--- src/core/sram64_pkg.sv ---
// package for the host controller of a 64k x 1 asynchronous static memory
// assumes a 125 MHz system clock; timing figures use the slowest speed grade
package sram64_pkg;
   localparam int unsigned CLK_PERIOD_NS = 8;
   localparam int unsigned ADDR_W        = 16;
   // slowest grade figures in ns
   localparam int unsigned T_ACC_NS      = 55;  // address and select access
   localparam int unsigned T_AS_NS       = 5;   // address setup to strobe fall
   localparam int unsigned T_WP_NS       = 25;  // strobe pulse
   localparam int unsigned T_DW_NS       = 20;  // data setup to write end
   localparam int unsigned T_WR_NS       = 5;   // address hold after write
   localparam int unsigned T_HZ_NS       = 30;  // release after select rise
   // least times round up
   localparam int unsigned ACC_CYC = (T_ACC_NS + CLK_PERIOD_NS - 1) / CLK_PERIOD_NS;
   localparam int unsigned AS_CYC  = (T_AS_NS + CLK_PERIOD_NS - 1) / CLK_PERIOD_NS;
   localparam int unsigned WP_CYC  = (((T_WP_NS > T_DW_NS) ? T_WP_NS : T_DW_NS) + CLK_PERIOD_NS - 1)
                                     / CLK_PERIOD_NS;
   localparam int unsigned WR_CYC  = (T_WR_NS + CLK_PERIOD_NS - 1) / CLK_PERIOD_NS;
   localparam int unsigned HZ_CYC  = (T_HZ_NS + CLK_PERIOD_NS - 1) / CLK_PERIOD_NS;
   localparam int unsigned CNT_W   = 4;
   localparam logic [CNT_W-1:0] CNT_ZERO = 4'h0;
   localparam logic [CNT_W-1:0] CNT_ONE  = 4'h1;

   typedef enum logic [4:0] {
      SR_IDLE  = 5'h01,
      SR_RD    = 5'h02,
      SR_WSET  = 5'h04,
      SR_WPUL  = 5'h08,
      SR_REL   = 5'h10
   } sram64_state_t;
endpackage

--- src/core/sram64_host.sv ---
// host controller: turns single-word read/write requests into memory pin cycles
// assumes pin inputs synchronous to sys_clk_i; memory is the slowest speed grade
// pins change only on clock edges, so every memory timing is a whole number of cycles
`timescale 1ns/1ps
module sram64_host
   import sram64_pkg::*;
(
   // clock and reset
   input  wire logic              sys_clk_i,
   input  wire logic              sys_rst_i,
   // user request side
   input  wire logic              req_valid_i,
   input  wire logic              req_write_i,
   input  wire logic [ADDR_W-1:0] req_addr_i,
   input  wire logic              req_wdata_i,
   output logic                   req_ready_o,
   output logic                   rsp_valid_o,
   output logic                   rsp_rdata_o,
   // memory pins
   output logic [ADDR_W-1:0]      cell_address_o,
   output logic                   chip_sel_n_o,
   output logic                   write_n_o,
   output logic                   data_in_o,
   input  wire logic              data_out_i
);
   typedef struct packed {
      sram64_state_t     st;
      logic [CNT_W-1:0]  cnt;
      logic [ADDR_W-1:0] addr;
      logic              cs_n;
      logic              we_n;
      logic              din;
      logic              rv;
      logic              rd;
   } sram64_regs_t;

   sram64_regs_t s_reg;
   sram64_regs_t s_next;

   // handshake: a new request is taken only with the bus idle
   assign req_ready_o    = (s_reg.st == SR_IDLE);
   assign cell_address_o = s_reg.addr;
   assign chip_sel_n_o   = s_reg.cs_n;
   assign write_n_o      = s_reg.we_n;
   assign data_in_o      = s_reg.din;
   assign rsp_valid_o    = s_reg.rv;
   assign rsp_rdata_o    = s_reg.rd;

   // cycle sequencer
   always_comb begin
      s_next    = s_reg;
      s_next.rv = 1'b0;
      case (s_reg.st)
         SR_IDLE: begin
            if (req_valid_i) begin
               // address changes only with strobe high
               s_next.addr = req_addr_i;
               s_next.din  = req_wdata_i;
               s_next.cs_n = 1'b0;       // select with address, no setup needed
               if (req_write_i) begin
                  s_next.st  = SR_WSET;  // address setup before strobe
                  s_next.cnt = CNT_W'(AS_CYC);
               end else begin
                  s_next.st  = SR_RD;    // strobe held high for the read
                  s_next.cnt = CNT_W'(ACC_CYC);
               end
            end
         end
         SR_RD: begin
            // wait access time from select and address
            s_next.cnt = s_reg.cnt - CNT_ONE;
            if (s_reg.cnt == CNT_ONE) begin
               s_next.rv   = 1'b1;
               s_next.rd   = data_out_i;
               s_next.cs_n = 1'b1;       // deselect, device to standby
               s_next.st   = SR_REL;
               s_next.cnt  = CNT_W'(HZ_CYC);
            end
         end
         SR_WSET: begin
            // address setup cycles before the strobe falls
            s_next.cnt = s_reg.cnt - CNT_ONE;
            if (s_reg.cnt == CNT_ONE) begin
               s_next.we_n = 1'b0;       // write begins at strobe fall
               s_next.st   = SR_WPUL;
               s_next.cnt  = CNT_W'(WP_CYC);
            end
         end
         SR_WPUL: begin
            // pulse covers width, data setup and select-to-end
            s_next.cnt = s_reg.cnt - CNT_ONE;
            if (s_reg.cnt == CNT_ONE) begin
               s_next.we_n = 1'b1;       // strobe and select rise together to end the write and capture the bit
               s_next.cs_n = 1'b1;
               s_next.st   = SR_REL;
               s_next.cnt  = CNT_W'(((WR_CYC > HZ_CYC) ? WR_CYC : HZ_CYC));
            end
         end
         SR_REL: begin
            // address hold and output release before next cycle
            s_next.cnt = s_reg.cnt - CNT_ONE;
            if (s_reg.cnt == CNT_ONE) begin
               s_next.st = SR_IDLE;
            end
         end
         default: begin
            // a stray code goes back to idle
            s_next.st = SR_IDLE;
         end
      endcase
   end

   // state register
   always_ff @(posedge sys_clk_i) begin
      if (sys_rst_i) begin
         s_reg.st   <= SR_IDLE;
         s_reg.cnt  <= CNT_ZERO;
         s_reg.addr <= '0;
         s_reg.cs_n <= 1'b1;
         s_reg.we_n <= 1'b1;
         s_reg.din  <= 1'b0;
         s_reg.rv   <= 1'b0;
         s_reg.rd   <= 1'b0;
      end else begin
         s_reg <= s_next;
      end
   end

   // checks on the pin sequence
   a_addr_stable_write: assert property (@(posedge sys_clk_i) disable iff (sys_rst_i)
      (!write_n_o && !chip_sel_n_o) |=> $stable(cell_address_o) || write_n_o || chip_sel_n_o)
      else $error("address moved during write");
   a_read_strobe_high: assert property (@(posedge sys_clk_i) disable iff (sys_rst_i)
      (s_reg.st == SR_RD) |-> write_n_o)
      else $error("strobe low during read");
   a_strobe_pulse_min: assert property (@(posedge sys_clk_i) disable iff (sys_rst_i)
      $fell(write_n_o) |-> !write_n_o [*4])
      else $error("strobe pulse too short");
   a_addr_setup_write: assert property (@(posedge sys_clk_i) disable iff (sys_rst_i)
      $fell(write_n_o) |-> $past(!chip_sel_n_o) && $stable(cell_address_o))
      else $error("no address setup before strobe");
   a_addr_hold_write: assert property (@(posedge sys_clk_i) disable iff (sys_rst_i)
      $rose(write_n_o) |-> $stable(cell_address_o) ##1 $stable(cell_address_o))
      else $error("address hold after write too short");
   a_select_before_end: assert property (@(posedge sys_clk_i) disable iff (sys_rst_i)
      $rose(write_n_o) |-> $past(!chip_sel_n_o, 4))
      else $error("select not low long enough before write end");
   a_read_after_access: assert property (@(posedge sys_clk_i) disable iff (sys_rst_i)
      rsp_valid_o |-> $past(!chip_sel_n_o, 7) && $past(!chip_sel_n_o, 2))
      else $error("read sampled before access time");
   a_data_setup_write: assert property (@(posedge sys_clk_i) disable iff (sys_rst_i)
      $rose(write_n_o) |-> $stable(data_in_o) && (data_in_o == $past(data_in_o, 3)))
      else $error("data changed near write end");

   // checks on reset, the idle bus and the address held while busy
   a_reset_idle_pins: assert property (@(posedge sys_clk_i)
      $fell(sys_rst_i)
      |-> chip_sel_n_o && write_n_o && !rsp_valid_o && req_ready_o)
      else $error("pins not idle after reset");
   a_idle_standby: assert property (@(posedge sys_clk_i) disable iff (sys_rst_i)
      req_ready_o
      |-> chip_sel_n_o && write_n_o)
      else $error("memory selected while idle");
   a_busy_addr_held: assert property (@(posedge sys_clk_i) disable iff (sys_rst_i)
      !req_ready_o
      |=> $stable(cell_address_o))
      else $error("address moved while busy");
   a_take_to_pins: assert property (@(posedge sys_clk_i) disable iff (sys_rst_i)
      (req_valid_i && req_ready_o)
      |=> !chip_sel_n_o && (cell_address_o == $past(req_addr_i)) && (data_in_o == $past(req_wdata_i)))
      else $error("request not placed on the pins");

   // checks on the write sequence and on the release gap after any cycle
   a_strobe_needs_select: assert property (@(posedge sys_clk_i) disable iff (sys_rst_i)
      !write_n_o
      |-> !chip_sel_n_o)
      else $error("strobe low without select");
   a_select_before_strobe: assert property (@(posedge sys_clk_i) disable iff (sys_rst_i)
      $fell(chip_sel_n_o)
      |-> write_n_o)
      else $error("strobe already low at select fall");
   a_data_held_write: assert property (@(posedge sys_clk_i) disable iff (sys_rst_i)
      !write_n_o
      |=> $stable(data_in_o))
      else $error("data moved during strobe");
   a_write_ends_deselect: assert property (@(posedge sys_clk_i) disable iff (sys_rst_i)
      $rose(write_n_o)
      |-> chip_sel_n_o)
      else $error("select left low after write end");
   a_deselect_gap: assert property (@(posedge sys_clk_i) disable iff (sys_rst_i)
      $fell(chip_sel_n_o)
      |-> $past(chip_sel_n_o, 2) && $past(chip_sel_n_o, 3) && $past(chip_sel_n_o, 4))
      else $error("select gap shorter than output release");
   a_ready_after_release: assert property (@(posedge sys_clk_i) disable iff (sys_rst_i)
      $rose(req_ready_o)
      |-> $past(chip_sel_n_o, 3))
      else $error("ready before output release time");

   // checks on the read sequence
   a_read_addr_steady: assert property (@(posedge sys_clk_i) disable iff (sys_rst_i)
      (!chip_sel_n_o && write_n_o)
      |=> $stable(cell_address_o))
      else $error("address moved during access");
   a_read_strobe_span: assert property (@(posedge sys_clk_i) disable iff (sys_rst_i)
      rsp_valid_o
      |-> $past(write_n_o, 1) && $past(write_n_o, 4) && $past(write_n_o, 7))
      else $error("strobe dipped during read");
   a_rsp_deselects: assert property (@(posedge sys_clk_i) disable iff (sys_rst_i)
      rsp_valid_o
      |-> chip_sel_n_o)
      else $error("select left low after read");
   a_rsp_single_pulse: assert property (@(posedge sys_clk_i) disable iff (sys_rst_i)
      rsp_valid_o
      |=> !rsp_valid_o)
      else $error("read response longer than one cycle");
   a_rsp_bit_sampled: assert property (@(posedge sys_clk_i) disable iff (sys_rst_i)
      rsp_valid_o
      |-> (rsp_rdata_o == $past(data_out_i)))
      else $error("read bit not taken from the memory output");
   a_rdata_held: assert property (@(posedge sys_clk_i) disable iff (sys_rst_i)
      !rsp_valid_o
      |=> $stable(rsp_rdata_o) || rsp_valid_o)
      else $error("read bit moved without a response");
endmodule

--- config.mk ---
export PLATFORM = sky130hd
export DESIGN_NAME = sram64_host
export DESIGN_NICKNAME = d
export VERILOG_FILES = /design/src/core/sram64_pkg.sv /design/src/core/sram64_host.sv
export SDC_FILE = /design/constraint.sdc
export NUM_CORES = 1
export LEC_CHECK = 0
export BUFFER_PORTS_ARGS = -buffer_cell sky130_fd_sc_hd__buf_2
export CORE_MARGIN = 2
export CORE_UTILIZATION = 25
export CTS_CLUSTER_SIZE = 30
export DETAILED_ROUTE_END_ITERATION = 8
export PLACE_DENSITY_LB_ADDON = 0.12
export SKIP_CTS_REPAIR_TIMING = 1
export SYNTH_ARGS = -nofsm -noshare
export SYNTH_HDL_FRONTEND = slang
export SYNTH_SLANG_ARGS = --single-unit
--- constraint.sdc ---
create_clock -name sys_clk_i -period 4.6 [get_ports sys_clk_i]
set_clock_uncertainty 0.05 [all_clocks]
set_input_delay 1.38 -clock sys_clk_i [delete_from_list [all_inputs] [get_ports sys_clk_i]]
set_output_delay 1.38 -clock sys_clk_i [all_outputs]
set_load 0.01 [all_outputs]
==> summary.md <==
| Metric | Value |
|---|---|
| Status | complete, no violations |
| Avg Inst Size Synth | 8.01 µm² |
| Placed instance area | 1580 µm² |
| Post-synth EDFFs | 0 |
| Yosys warns | 0 |
| Multi-input gate area | 661 µm² |
| Post-DRT Antenna Nets | 0 |
| Pre-CTS setup slack | between 1.5 and 2 ns |
| Final GP Congestion | 0.725 |
| Final worst slack | 1.72 ns |
| Final Non-Filler Cells | ~280 |
| Syn Nets | a little over 200 |
| Max-Slew Margin vs Limit | 49.4% |
| CTS tree | yes |
| Max Slew Vio Count | 0 |
| Cell Pwr Density | 364 nW/µm² |
| Reg2reg end | s_reg[21]$_SDFFE_PP0P_ |
| Main area contributors after synthesis | dfxtp_1 41%, nand2_1 10%, buf_4 9.2% |
| Num CTS Buffers | 5 |
| Syn Inst Count | 183 |
| Hold depth | 2 |
| Delay-heaviest family, CP | simple AND/OR/NAND/NOR gates |
| Design Area, Final | 1680 µm² |
| Synthesized area | 1470 µm² |
| Vias in the first global route | 1193 |
| Iteration-0 DRC Markers | a little under 80 |
| IO Pins | 44 |
| Most instantiated cells after synthesis | 40 x nand2_1, 30 x dfxtp_1, 25 x a21oi_1 |
| Setup violators final | 0 |
| Pin count of the biggest net entering global routing | 34 |
| Critical path capture point type | primary output |
| Die Y | 80.6 µm |
| R2R depth | 4 |
| Worst slew pin tran | 0.758 ns |
| Chip width | between 80 and 90 µm |
| Fmax | 347 MHz |
| Fill cells | 652 |
| CTS clock-pin slew for the worst setup and hold paths | ~0.060 ns |
| Register area share after synthesis | 41.0% |
| Via count | 1246 |
| Area fraction of the dominant cell type after synthesis | 41.0% |
| H-Tree Depth | 2 |
| Tot Pwr | 610 µW |
| Seq cells post-synth | 30 |
| Largest register FFs | 16 |
| Clock Tree Root | clkbuf_8 |
| Drt pass-1 iters | 4 |
| CP startpoint kind | flop |
| Die area | 6490 µm² |
| Number of max-cap violations | 0 |
| Crit-path max cell delay | a little over 0.4 ns |
| Initial antenna violation count | 0 |
| Clk sinks | 30 |
| Gr ovfl total | 0 |
| Total track usage | between 10% and 20% |
| CP cell instances | nor2_1, nor4bb_1, buf_2 |
| Instance count on the critical path | 3 |
| CORE AREA | around 5600 µm² |
| Ant. Diodes | 0 |
| Critical path arrival | 1.45 ns |
| Final period util | 62.7% |
| Post-DR wirelength/cell | 12.4 µm |
| Hold Crit Start | cell_address_o[11]$_SDFFE_PP0P_ |
| R2r setup slk | between 2 and 3 ns |
| Sum Neg Setup Slack | 0 ns |
| Starting density of the core | 26.3% |
| Vias per cell | 4.50 |
| Synth area leader | dfxtp_1 |
| Area grow syn2layout | 14.4% |
| Worst-path fanout max | 11 |
| DRT Wirelength | about 3400 µm |
| Main flop type after synthesis | dfxtp_1 |
| Maximum vdd drop | between 0.1 and 0.15 mV |
| Residual DRC | 0 |
| Minimum clock period | roughly 2.9 ns |
| Buf+Inv Stages, Crit Path | 1 |
| Worst path required time | approximately 3.2 ns |
| Cells after DPL | 269 |
| Clk Latency, worst-skew pair | approximately 0.28 ns |
| Leak Pwr | 0.719 nW |
| Number of buffers added on ports | between 40 and 50 |
| Hold endpoint | cell_address_o[11]$_SDFFE_PP0P_ |
| Global-route wire length before repair | 5630 µm |
| RSZ-0062 raised after global routing | false |
| Post-DP HPWL | approximately 2400 µm |
| Hold crit path type | reg -> reg |
| Count of different cell masters after synthesis | 40 |
| Most common cell in the netlist | nand2_1 |
| Setup CP Type | reg -> out |
| Nets | 228 |
| RR Startpoint | s_reg[25]$_SDFFE_PP1P_ |
| Clock Tree Buf Depth | 2 |
| CP max-delay cell | dfxtp_1 |
| Register area | 601 µm² |
| Final hold viol count | 0 |
| Share of cells above drive strength 1 | between 20 and 30% |
| Async set-reset flop share out of synthesis | 0% |
| Row count | 27 |
## worst min-delay path: stages (launching register included)
cell	delay, ns
dfxtp_1	0.31
nand2_1	0.05
a21oi_1	0.05
## per-layer routing
layer  wire (µm)  part of all wire (%)  global-route usage (%)
met5           0                     0                       0
met4          55                   1.6                    5.93
met3         269                   7.8                    4.72
met2        1480                    43                    17.2
met1        1630                    47                    13.8
## layout make-up
type / instances / share of cell area, %
Timing Repair Buffer: 43 / 12.8
Tap cell: 72 / 5.37
Multi-Input combinational cell: 120 / 39.4
Sequential cell: 30 / 35.8
Clock inverter: 2 / 0.746
Inverter: 4 / 0.896
Clock buffer: 6 / 4.93
## power breakdown
part	internal, mW	total [mW]	leakage, nW	switching, mW
clock network	0.120	0.223	0.0472	0.103
logic	0.0401	0.0965	0.426	0.0563
registers	0.277	0.290	0.246	0.0136
total	0.437	0.610	0.719	0.173
## cell families (layout without fill, tap and decap cells)
kind of cell	count (synthesis)	after routing	share of synthesized area, %
AO/OA/AOI/OAI	41	41	17.3
adder cells (fa/ha/maj)	2	2	1.71
AND/OR/NAND/NOR	75	75	24.9
flip-flops	30	30	41.0
XOR/XNOR	2	2	1.20
buffers and inverters	33	55	13.9
## through the flow
stage	hold slack (ns)	utilization [%]
floorplan	0.387	-
global placement	0.397	28.4
detailed placement	0.398	28.4
CTS	0.408	30.1
global route	0.422	30.1
finish	0.404	30.1
## layout by cell type, fill, tap and decap left out, types with 2 or more instances in the layout
master,Yosys,layout
nand2b_1,2,2
a21oi_1,25,25
clkbuf_8,0,6
ha_1,2,2
and4bb_2,2,2
nor3_1,3,3
buf_2,4,43
and3_1,2,2
nor2_1,13,13
nand3_1,4,4
o21ai_0,3,3
nand2_1,40,40
inv_1,4,4
dfxtp_1,30,30
## worst max-delay path by stage
stage,from,end,slack [ns]
after detailed placement,req_valid_i,s_reg[21]$_SDFFE_PP0P_,1.76
final,s_reg[29]$_SDFFE_PP0P_,req_ready_o,1.72
after CTS,s_reg[29]$_SDFFE_PP0P_,req_ready_o,1.69
after global routing,s_reg[29]$_SDFFE_PP0P_,req_ready_o,1.59
after floorplan,s_reg[29]$_SDFFE_PP0P_,req_ready_o,2.08
after global placement,req_valid_i,s_reg[21]$_SDFFE_PP0P_,1.80
(Power assumes the default switching activity.)
